==> src/ccp_pkg.sv <==
// Shared constants and types for the codec control port slave
package ccp_pkg;

  localparam int SUB_W = 16;
  localparam int DATA_W = 8;
  localparam int NUM_REGS_DEFAULT = 64;
  localparam int NUM_REGS_MAX = 65535;

  // Fixed upper part of the 7-bit slave address
  localparam logic [4:0] I2C_ADDR_HI = 5'h0f;

  // Chip-select low pulses that switch the port to four-wire mode
  localparam logic [1:0] SS_FALLS_TO_SPI = 2'h3;

  localparam logic [3:0] BITS_PER_BYTE = 4'h8;
  localparam logic [3:0] LAST_BIT = 4'h7;

  // Byte positions within a frame
  localparam logic [1:0] BYTE_DEVADDR = 2'h0;
  localparam logic [1:0] BYTE_SUBHI = 2'h1;
  localparam logic [1:0] BYTE_SUBLO = 2'h2;
  localparam logic [1:0] BYTE_DATA = 2'h3;

  // Reserved register locations: writes dropped, reads give zero
  localparam logic [15:0] RSVD_LO = 16'h0030;
  localparam logic [15:0] RSVD_HI = 16'h0033;

  localparam logic [7:0] BYTE_ZERO = 8'h00;
  localparam logic [15:0] SUB_ONE = 16'h0001;

  typedef struct packed {
    logic scl;
    logic sda;
    logic ss;
    logic mosi;
    logic pd_n;
  } ccp_pins_t;

  typedef struct packed {
    logic [15:0] addr;
    logic [7:0] data;
  } ccp_wr_t;

  typedef enum logic [2:0] {
    ST_IDLE,
    ST_RX,
    ST_ACK,
    ST_TX,
    ST_RACK,
    ST_HOLD
  } ccp_state_t;

endpackage

==> src/ccp_slave.sv <==
// Codec control port: two-wire slave with switch to four-wire mode
//
// How it works
// - Starts two-wire; three select lows switch four-wire.
// - Mode switch accepted any time after reset.
// - Four-wire kept until power-down pin low.
// - Frame: address/direction, two subaddress bytes, data.
// - One byte per location; pointer advances per byte.
// - Reserved locations read back zero.
// - Auto-increment runs until stop or select high.
// - Slave only; never drives the clock.
// - Slave address 01111 plus two strap bits.
// - First byte LSB: one reads, zero writes.
// - Start is data falling, clock high; MSB first.
// - Stop is data rising, clock high; ends transfer.
// - Matching address acknowledged on ninth clock, else idle.
// - Stray stop forces idle at once; stray start restarts the frame.
// - Invalid subaddress: no acknowledge, back to idle.
// - Reads past the end repeat the last register.
// - Writes past the end: dropped, no acknowledge, idle.
// - Three mode-switch frames ignored; fourth accepted.
// - Every in-range written byte acknowledged on ninth clock.
`timescale 1ns/10ps
module ccp_slave #(
  parameter int NUM_REGS = ccp_pkg::NUM_REGS_DEFAULT
) (
  input wire logic i_clock,
  input wire logic i_resetn,
  input wire logic i_scl,
  input wire logic i_sda,
  input wire logic i_address_strap_bit0,
  input wire logic i_address_strap_bit1,
  input wire logic i_power_down_pin_n,
  output logic o_sda,
  output logic o_sda_oe,
  output logic o_spi_mode,
  output logic o_reg_write_valid,
  output ccp_pkg::ccp_wr_t o_reg_write
);

  localparam int AW = (NUM_REGS > 2) ? $clog2(NUM_REGS) : 1;
  localparam logic [15:0] NUM_REGS_W = 16'(NUM_REGS);
  localparam logic [15:0] LAST_SUB = 16'(NUM_REGS - 1);

  if (NUM_REGS < 2 || NUM_REGS > ccp_pkg::NUM_REGS_MAX) begin : g_chk
    $error("NUM_REGS out of range");
  end

  function automatic logic sub_valid(input logic [15:0] sub);
    return sub < NUM_REGS_W;
  endfunction

  function automatic logic sub_reserved(input logic [15:0] sub);
    return (sub >= ccp_pkg::RSVD_LO) && (sub <= ccp_pkg::RSVD_HI);
  endfunction

  // Pointer stops one past the top so the overrun is still seen
  function automatic logic [15:0] sub_step(input logic [15:0] sub);
    return sub_valid(sub) ? sub + ccp_pkg::SUB_ONE : sub;
  endfunction

  // Pin synchronisers; stage one feeds stage two only
  ccp_pkg::ccp_pins_t pins_raw;
  ccp_pkg::ccp_pins_t sync1;
  ccp_pkg::ccp_pins_t sync2;
  ccp_pkg::ccp_pins_t prev;

  assign pins_raw = '{scl: i_scl, sda: i_sda, ss: i_address_strap_bit0,
                      mosi: i_address_strap_bit1, pd_n: i_power_down_pin_n};

  always_ff @(posedge i_clock or negedge i_resetn) begin
    if (!i_resetn) begin
      sync1 <= '1;
      sync2 <= '1;
      prev <= '1;
    end else begin
      sync1 <= pins_raw;
      sync2 <= sync1;
      prev <= sync2;
    end
  end

  logic scl_rise;
  logic scl_fall;
  logic ss_fall;
  logic ss_rise;
  logic i2c_start;
  logic i2c_stop;
  logic [6:0] own_addr;

  assign scl_rise = sync2.scl & ~prev.scl;
  assign scl_fall = ~sync2.scl & prev.scl;
  assign ss_fall = ~sync2.ss & prev.ss;
  assign ss_rise = sync2.ss & ~prev.ss;
  assign i2c_start = sync2.scl & prev.scl & prev.sda & ~sync2.sda;
  assign i2c_stop = sync2.scl & prev.scl & ~prev.sda & sync2.sda;
  assign own_addr = {ccp_pkg::I2C_ADDR_HI, sync2.mosi, sync2.ss};

  ccp_pkg::ccp_state_t state;
  ccp_pkg::ccp_state_t next_state;
  logic [3:0] bitcnt;
  logic [3:0] next_bitcnt;
  logic [1:0] byte_idx;
  logic [1:0] next_byte_idx;
  logic rw;
  logic next_rw;
  logic [15:0] sub;
  logic [15:0] next_sub;
  logic [7:0] shreg;
  logic [7:0] next_shreg;
  logic spi_mode;
  logic next_spi_mode;
  logic [1:0] ss_falls;
  logic [1:0] next_ss_falls;
  logic sda_out;
  logic next_sda_out;
  logic sda_oe;
  logic next_sda_oe;
  logic wr_valid;
  logic next_wr_valid;
  ccp_pkg::ccp_wr_t wr;
  ccp_pkg::ccp_wr_t next_wr;

  logic [AW-1:0] rd_addr;
  logic [7:0] rd_data;

  // Reads beyond the top keep returning the last register
  assign rd_addr = sub_valid(sub) ? sub[AW-1:0] : LAST_SUB[AW-1:0];

  ccp_regmem #(
    .AW(AW),
    .DEPTH(NUM_REGS)
  ) u_mem (
    .i_clock(i_clock),
    .i_resetn(i_resetn),
    .i_wr_en(wr_valid),
    .i_wr_addr(wr.addr[AW-1:0]),
    .i_wr_data(wr.data),
    .i_rd_addr(rd_addr),
    .o_rd_data(rd_data)
  );

  always_comb begin
    logic byte_done;
    logic [7:0] byte_in;
    logic ack;
    logic fail;
    byte_done = 1'b0;
    byte_in = shreg;
    ack = 1'b0;
    fail = 1'b0;
    next_state = state;
    next_bitcnt = bitcnt;
    next_byte_idx = byte_idx;
    next_rw = rw;
    next_sub = sub;
    next_shreg = shreg;
    next_spi_mode = spi_mode;
    next_ss_falls = ss_falls;
    next_wr_valid = 1'b0;
    next_wr = wr;

    if (!sync2.pd_n) begin
      next_spi_mode = 1'b0;
      next_ss_falls = 2'h0;
      next_state = ccp_pkg::ST_IDLE;
    end else if (!spi_mode) begin
      // Counted at any time, even mid-transfer
      if (ss_fall && ss_falls != ccp_pkg::SS_FALLS_TO_SPI) begin
        next_ss_falls = ss_falls + 2'h1;
      end
      // Switch on the third release, so that frame is ignored too
      if (ss_rise && ss_falls == ccp_pkg::SS_FALLS_TO_SPI) begin
        next_spi_mode = 1'b1;
        next_state = ccp_pkg::ST_IDLE;
      end else if (i2c_stop) begin
        next_state = ccp_pkg::ST_IDLE;
      end else if (i2c_start) begin
        next_state = ccp_pkg::ST_RX;
        next_bitcnt = 4'h0;
        next_byte_idx = ccp_pkg::BYTE_DEVADDR;
      end else begin
        case (state)
          ccp_pkg::ST_RX: begin
            if (scl_rise) begin
              next_shreg = {shreg[6:0], sync2.sda};
              next_bitcnt = bitcnt + 4'h1;
            end else if (scl_fall && bitcnt == ccp_pkg::BITS_PER_BYTE) begin
              byte_done = 1'b1;
            end
          end
          ccp_pkg::ST_ACK: begin
            if (scl_fall) begin
              next_bitcnt = 4'h0;
              if (rw) begin
                next_shreg = rd_data;
                next_sub = sub_step(sub);
                next_state = ccp_pkg::ST_TX;
              end else begin
                next_state = ccp_pkg::ST_RX;
              end
            end
          end
          ccp_pkg::ST_TX: begin
            if (scl_fall) begin
              if (bitcnt == ccp_pkg::LAST_BIT) begin
                next_bitcnt = 4'h0;
                next_state = ccp_pkg::ST_RACK;
              end else begin
                next_shreg = {shreg[6:0], 1'b0};
                next_bitcnt = bitcnt + 4'h1;
              end
            end
          end
          ccp_pkg::ST_RACK: begin
            // Master no-acknowledge ends the read
            if (scl_rise && sync2.sda) begin
              next_state = ccp_pkg::ST_IDLE;
            end else if (scl_fall) begin
              next_shreg = rd_data;
              next_sub = sub_step(sub);
              next_state = ccp_pkg::ST_TX;
            end
          end
          default: begin
          end
        endcase
      end
    end else begin
      if (sync2.ss) begin
        next_state = ccp_pkg::ST_IDLE;
      end else if (ss_fall) begin
        next_state = ccp_pkg::ST_RX;
        next_bitcnt = 4'h0;
        next_byte_idx = ccp_pkg::BYTE_DEVADDR;
      end else begin
        case (state)
          ccp_pkg::ST_RX: begin
            if (scl_rise) begin
              next_shreg = {shreg[6:0], sync2.mosi};
              if (bitcnt == ccp_pkg::LAST_BIT) begin
                byte_done = 1'b1;
                byte_in = {shreg[6:0], sync2.mosi};
                next_bitcnt = 4'h0;
              end else begin
                next_bitcnt = bitcnt + 4'h1;
              end
            end
          end
          ccp_pkg::ST_TX: begin
            // Read data shifts out on falling clock
            if (scl_fall) begin
              if (bitcnt == 4'h0) begin
                next_shreg = rd_data;
                next_sub = sub_step(sub);
              end else begin
                next_shreg = {shreg[6:0], 1'b0};
              end
              next_bitcnt = (bitcnt == ccp_pkg::LAST_BIT) ? 4'h0
                                                          : bitcnt + 4'h1;
            end
          end
          default: begin
          end
        endcase
      end
    end

    if (byte_done) begin
      case (byte_idx)
        ccp_pkg::BYTE_DEVADDR: begin
          next_rw = byte_in[0];
          if (!spi_mode && byte_in[7:1] != own_addr) begin
            fail = 1'b1;
          end else begin
            ack = 1'b1;
          end
        end
        ccp_pkg::BYTE_SUBHI: begin
          next_sub = {byte_in, sub[7:0]};
          ack = 1'b1;
        end
        ccp_pkg::BYTE_SUBLO: begin
          next_sub = {sub[15:8], byte_in};
          if (!sub_valid({sub[15:8], byte_in})) begin
            fail = 1'b1;
          end else begin
            ack = 1'b1;
          end
        end
        default: begin
          if (!sub_valid(sub)) begin
            fail = 1'b1;
          end else begin
            // Reserved locations keep zero so they read back zero
            next_wr_valid = !sub_reserved(sub);
            next_wr = '{addr: sub, data: byte_in};
            next_sub = sub_step(sub);
            ack = 1'b1;
          end
        end
      endcase
      if (byte_idx != ccp_pkg::BYTE_DATA) begin
        next_byte_idx = byte_idx + 2'h1;
      end
      if (fail) begin
        next_state = spi_mode ? ccp_pkg::ST_HOLD : ccp_pkg::ST_IDLE;
      end else if (ack && !spi_mode) begin
        next_state = ccp_pkg::ST_ACK;
        next_bitcnt = 4'h0;
      end else if (ack && rw && byte_idx == ccp_pkg::BYTE_SUBLO) begin
        next_state = ccp_pkg::ST_TX;
      end else begin
        next_state = ccp_pkg::ST_RX;
      end
    end

    // Pin drive; two-wire mode only ever pulls low
    next_sda_out = 1'b0;
    next_sda_oe = 1'b0;
    if (next_state == ccp_pkg::ST_ACK && !next_spi_mode) begin
      next_sda_oe = 1'b1;
    end else if (next_state == ccp_pkg::ST_TX) begin
      if (next_spi_mode) begin
        next_sda_out = next_shreg[7];
        next_sda_oe = 1'b1;
      end else begin
        next_sda_oe = ~next_shreg[7];
      end
    end
  end

  always_ff @(posedge i_clock or negedge i_resetn) begin
    if (!i_resetn) begin
      state <= ccp_pkg::ST_IDLE;
      bitcnt <= 4'h0;
      byte_idx <= ccp_pkg::BYTE_DEVADDR;
      rw <= 1'b0;
      sub <= 16'h0000;
      shreg <= ccp_pkg::BYTE_ZERO;
      spi_mode <= 1'b0;
      ss_falls <= 2'h0;
      sda_out <= 1'b0;
      sda_oe <= 1'b0;
      wr_valid <= 1'b0;
      wr <= '0;
    end else begin
      state <= next_state;
      bitcnt <= next_bitcnt;
      byte_idx <= next_byte_idx;
      rw <= next_rw;
      sub <= next_sub;
      shreg <= next_shreg;
      spi_mode <= next_spi_mode;
      ss_falls <= next_ss_falls;
      sda_out <= next_sda_out;
      sda_oe <= next_sda_oe;
      wr_valid <= next_wr_valid;
      wr <= next_wr;
    end
  end

  assign o_sda = sda_out;
  assign o_sda_oe = sda_oe;
  assign o_spi_mode = spi_mode;
  assign o_reg_write_valid = wr_valid;
  assign o_reg_write = wr;

endmodule

==> src/ccp_regmem.sv <==
// Byte-wide register storage with a registered read port
`timescale 1ns/10ps
module ccp_regmem #(
  parameter int AW = 6,
  parameter int DEPTH = 64
) (
  input wire logic i_clock,
  input wire logic i_resetn,
  input wire logic i_wr_en,
  input wire logic [AW-1:0] i_wr_addr,
  input wire logic [7:0] i_wr_data,
  input wire logic [AW-1:0] i_rd_addr,
  output logic [7:0] o_rd_data
);

  logic [7:0] mem [DEPTH];

  // Cleared at reset so reserved and unwritten locations read zero
  always_ff @(posedge i_clock or negedge i_resetn) begin
    if (!i_resetn) begin
      for (int i = 0; i < DEPTH; i++) begin
        mem[i] <= 8'h00;
      end
      o_rd_data <= 8'h00;
    end else begin
      if (i_wr_en) begin
        mem[i_wr_addr] <= i_wr_data;
      end
      o_rd_data <= mem[i_rd_addr];
    end
  end

endmodule

==> config.mk <==
export PLATFORM = sky130hd
export DESIGN_NAME = ccp_slave
export DESIGN_NICKNAME = d
export VERILOG_FILES = /design/src/ccp_pkg.sv /design/src/ccp_slave.sv /design/src/ccp_regmem.sv
export SDC_FILE = /design/constraint.sdc
export NUM_CORES = 1
export LEC_CHECK = 0
export ABC_AREA = 1
export BUFFER_PORTS_ARGS = -buffer_cell sky130_fd_sc_hd__buf_2
export CORE_MARGIN = 2
export CORE_UTILIZATION = 45
export DETAILED_ROUTE_END_ITERATION = 7
export SKIP_CTS_REPAIR_TIMING = 1
export SLEW_MARGIN = 5
export SYNTH_ARGS = -nofsm -noshare
export SYNTH_HDL_FRONTEND = slang
export SYNTH_SLANG_ARGS = --single-unit
export TNS_END_PERCENT = 30
==> constraint.sdc <==
create_clock -name i_clock -period 4.9 [get_ports i_clock]
set_input_delay 0.245 -clock i_clock [delete_from_list [all_inputs] [get_ports i_clock]]
set_output_delay 0.245 -clock i_clock [all_outputs]
set_load 0.05 [all_outputs]
==> out/results.ini <==
[layout]
fin_nets = 3511
ff_latch_area_um2 = 14960
n_antenna_cell = 0
area_growth_pct = 10.12
multi_input_area_um2 = 11960
final_util_pct = 50.36
fill_cells = 5978
final_cell_count_no_fill = 4370
layout-drive-gt1-share_pct = 7.020
layout_common_cells = nand2_1, dfrtp_1, o21ai_0
layout_commonest_cell = nand2_1
final_area_um2 = 31190

[worst_setup_path]
crit_type = reg -> reg
critPathMaxFanout = 94
critPathRequiredTime_ps = 5370
worstPathArrival_ps = 4320
worstPathCellList = nor2_1 -> nand3_1 -> nor2_1 -> nand2_2 -> inv_2 -> ha_4 -> inv_6 -> buf_4 -> nand2_1 -> nand2_1 -> o211ai_1 -> o21ai_0 -> o211ai_1 -> nand2_1 -> nor2_1 -> nor2_1
slowest_stage = ha_4
worst_setup_path_end_kind = flop
rrSetupSlack_ps = 1050
cp_top_family = simple AND/OR/NAND/NOR gates
cp-start-kind = flop
cpMostUsedCell = nor2_1
cp_num_buf_inv = 3
max_stage_delay_ps = 420

[detailed_routing]
routed_wl_mm = 85.23
routed-via-count = 24462
wl_per_cell_um = 19.50
avgViaCountPerCell = 5.598
first_iter_violations = 2752
antenna_left = 0
first_pass_iters = 7
route.detailed.drc = 0

[placed_design]
port_buffers = 34
dp.cells = 4256
dp_hpwl_mm = 52.24
placedInstanceArea_um2 = 29120
gp_congestion = 0.8835

[outcome]
status = complete, no violations

[yosys]
ys.flop_type = dfrtp_1
yosys_warnings = 0
synth_edf_count = 0
syn_nets = 3594
syn-cell-area_um2 = 28330
async_flop_share_pct = 100.0
avgSynthCellArea_um2 = 7.921
ys_ff_latch = 597
syn_inst = 3576
yosysSeqAreaShare_pct = 52.80
yosysUniqueCellTypes = 45

[power_and_ir_drop]
p_per_area_nw_per_um2 = 354.5
peakVddDrop_mv = 0.2418
leakage_nw = 13.93

[clocking]
clock_latency_ps = 610
max-clock-path-buffers = 3
cts_buffers = 66
cts_root_buf = clkbuf_16
cts_tree = yes
htree_levels = 3
clk_pin_slew_worst_paths_ps = 60
cts_sinks = 597

[worst_hold_path]
hp-class = in -> async

[sta]
tns_ps = 0
min_period_ps = 3852
fmax_mhz = 259.6
fin_crit_sh_pct = 78.61
relSlewSlack_pct = 23.49
finClkSkew_ps = 26.78
hold_ws_ps = 243.2
hold_violations = 0
final-max-slew-violation-count = 0
setup_violations = 0
worst_pin_slew_ps = 1139
rsz0062_at_grt = no

[global_route]
antenna_found_initial = 0
grt_pass1_wl_mm = 136.4
grt_overflow_total = 0
grt_start_max_net_pins = 174
grt_pass1_vias = 23658
grt.total_usage_pct = 26.84

[job]
drv_cap = 0

[die]
die_area_um2 = 64970
core_area_um2 = 61940
ios = 35
std_cell_rows = 91
start_util_pct = 45.73
die_x_um = 254.9
die_h_um = 254.9

==> Yosys cell counts (2+ instances only) <==
cell type | number | area [um^2]
o31ai_1 | 3 | 22.52
o21ai_1 | 9 | 45.04
nor3_1 | 16 | 80.08
nor3_2 | 3 | 30.03
or2_2 | 2 | 12.51
nand3_4 | 2 | 35.03
clkinv_1 | 7 | 26.28
a21oi_1 | 29 | 145.1
nand3_2 | 4 | 40.04
nand2_2 | 7 | 43.79
o221ai_1 | 3 | 26.28
clkbuf_1 | 201 | 754.5
nand4_1 | 8 | 50.05
o21ai_2 | 3 | 26.28
a32oi_1 | 3 | 26.28
dfrtp_1 | 584 | 14610
o32ai_1 | 4 | 35.03
ha_1 | 11 | 137.6
a211oi_1 | 5 | 37.54
buf_2 | 31 | 155.2
o21ai_0 | 576 | 2883
o211ai_1 | 134 | 1006
nor2_1 | 94 | 352.8
inv_2 | 17 | 63.81
o22ai_1 | 12 | 75.07
a22oi_1 | 14 | 105.1
nor2_4 | 3 | 33.78
inv_1 | 108 | 405.4
buf_1 | 7 | 26.28
xor2_1 | 2 | 17.52
dfstp_2 | 13 | 341.6
nand3_1 | 262 | 1311
nand2_1 | 1367 | 5131
nor2_2 | 11 | 68.82
a31oi_1 | 11 | 68.82
==> worst paths after layout <==
kind | from | end | depth (start not counted)
setup / recovery | sub[14]$_DFFE_PN0P_ | u_mem.o_rd_data[6]$_DFF_PN0_ | 16
max in group asynchronous | i_resetn | u_mem.mem[299]$_DFFE_PN0P_ | 3
hold / removal | i_resetn | u_mem.mem[115]$_DFFE_PN0P_ | 2
setup reg to reg | sub[14]$_DFFE_PN0P_ | u_mem.o_rd_data[6]$_DFF_PN0_ | 16
hold reg to reg | sync1[1]$_DFF_PN1_ | own_addr[1]$_DFF_PN1_ | 0
min in group i_clock | i_sda | sync1[3]$_DFF_PN1_ | 2
==> per-layer routing <==
layer / GRT usage (%) / wire [um] / vias up
met5: 0 / 0 / -
met1: 38.58 / 38770 / 11844
met3: 3.580 / 5505 / 140
met2: 42.19 / 38710 / 830
met4: 8.622 / 2248 / 0
li1: - / - / 11648
==> metrics by stage <==
stage | power [mW] | worst slack (ps)
after detailed placement | 6.407 | 1199
after CTS | 11.16 | 1206
after floorplan | 5.858 | 2409
after global placement | 6.403 | 1231
after global routing | 11.49 | 808.2
final | 11.06 | 1048
==> state kept, by name, indices dropped and copies added (netlist names) <==
| name | count |
|---|---|
| o_spi_mode | 1 |
| o_sda | 1 |
| o_reg_write_valid | 1 |
| o_sda_oe | 1 |
| prev | 3 |
| own_addr | 2 |
| sync2 | 3 |
| sub | 16 |
| ss_falls | 2 |
| byte_idx | 2 |
| o_reg_write | 24 |
| sync1 | 5 |
| shreg | 8 |
| u_mem.o_rd_data | 8 |
| rw | 1 |
| state | 3 |
| bitcnt | 4 |
| u_mem.mem | 512 |
==> worst register-to-register path, delay by kind of cell, from the launching register on <==
family                   cells  cell delay, ps
AND/OR/NAND/NOR              9            1140
buffers and inverters        3            1130
AO/OA/AOI/OAI                3             660
adder cells (fa/ha/maj)      1             420
flip-flops                   1             390
==> kinds of logic after synthesis <==
family          synth area share (%)
buf+inv                        5.053
simple gates                   25.49
fa+ha+maj                     0.4859
compound gates                 16.08
xor+xnor                     0.09277
flops                          52.80
==> cell type report <==
type                            count  share of cell area, %
Clock buffer                       97                  6.157
Inverter                          132                  1.604
Timing Repair Buffer               88                  2.286
Multi-Input combinational cell   2608                  38.35
Clock inverter                     11                 0.3048
Sequential cell                   597                  47.94
Tap cell                          837                  3.357
==> power by group <==
| part | internal, mW | total, mW | switching [mW] | leakage [nW] |
|---|---|---|---|---|
| clock | 2.75 | 4.72 | 1.97 | 0.995 |
| combinational | 0.311 | 1.18 | 0.872 | 4.69 |
| sequential | 5.02 | 5.15 | 0.136 | 8.25 |
| total | 8.08 | 11.1 | 2.98 | 13.9 |
Power figures use the tool's default switching activity.
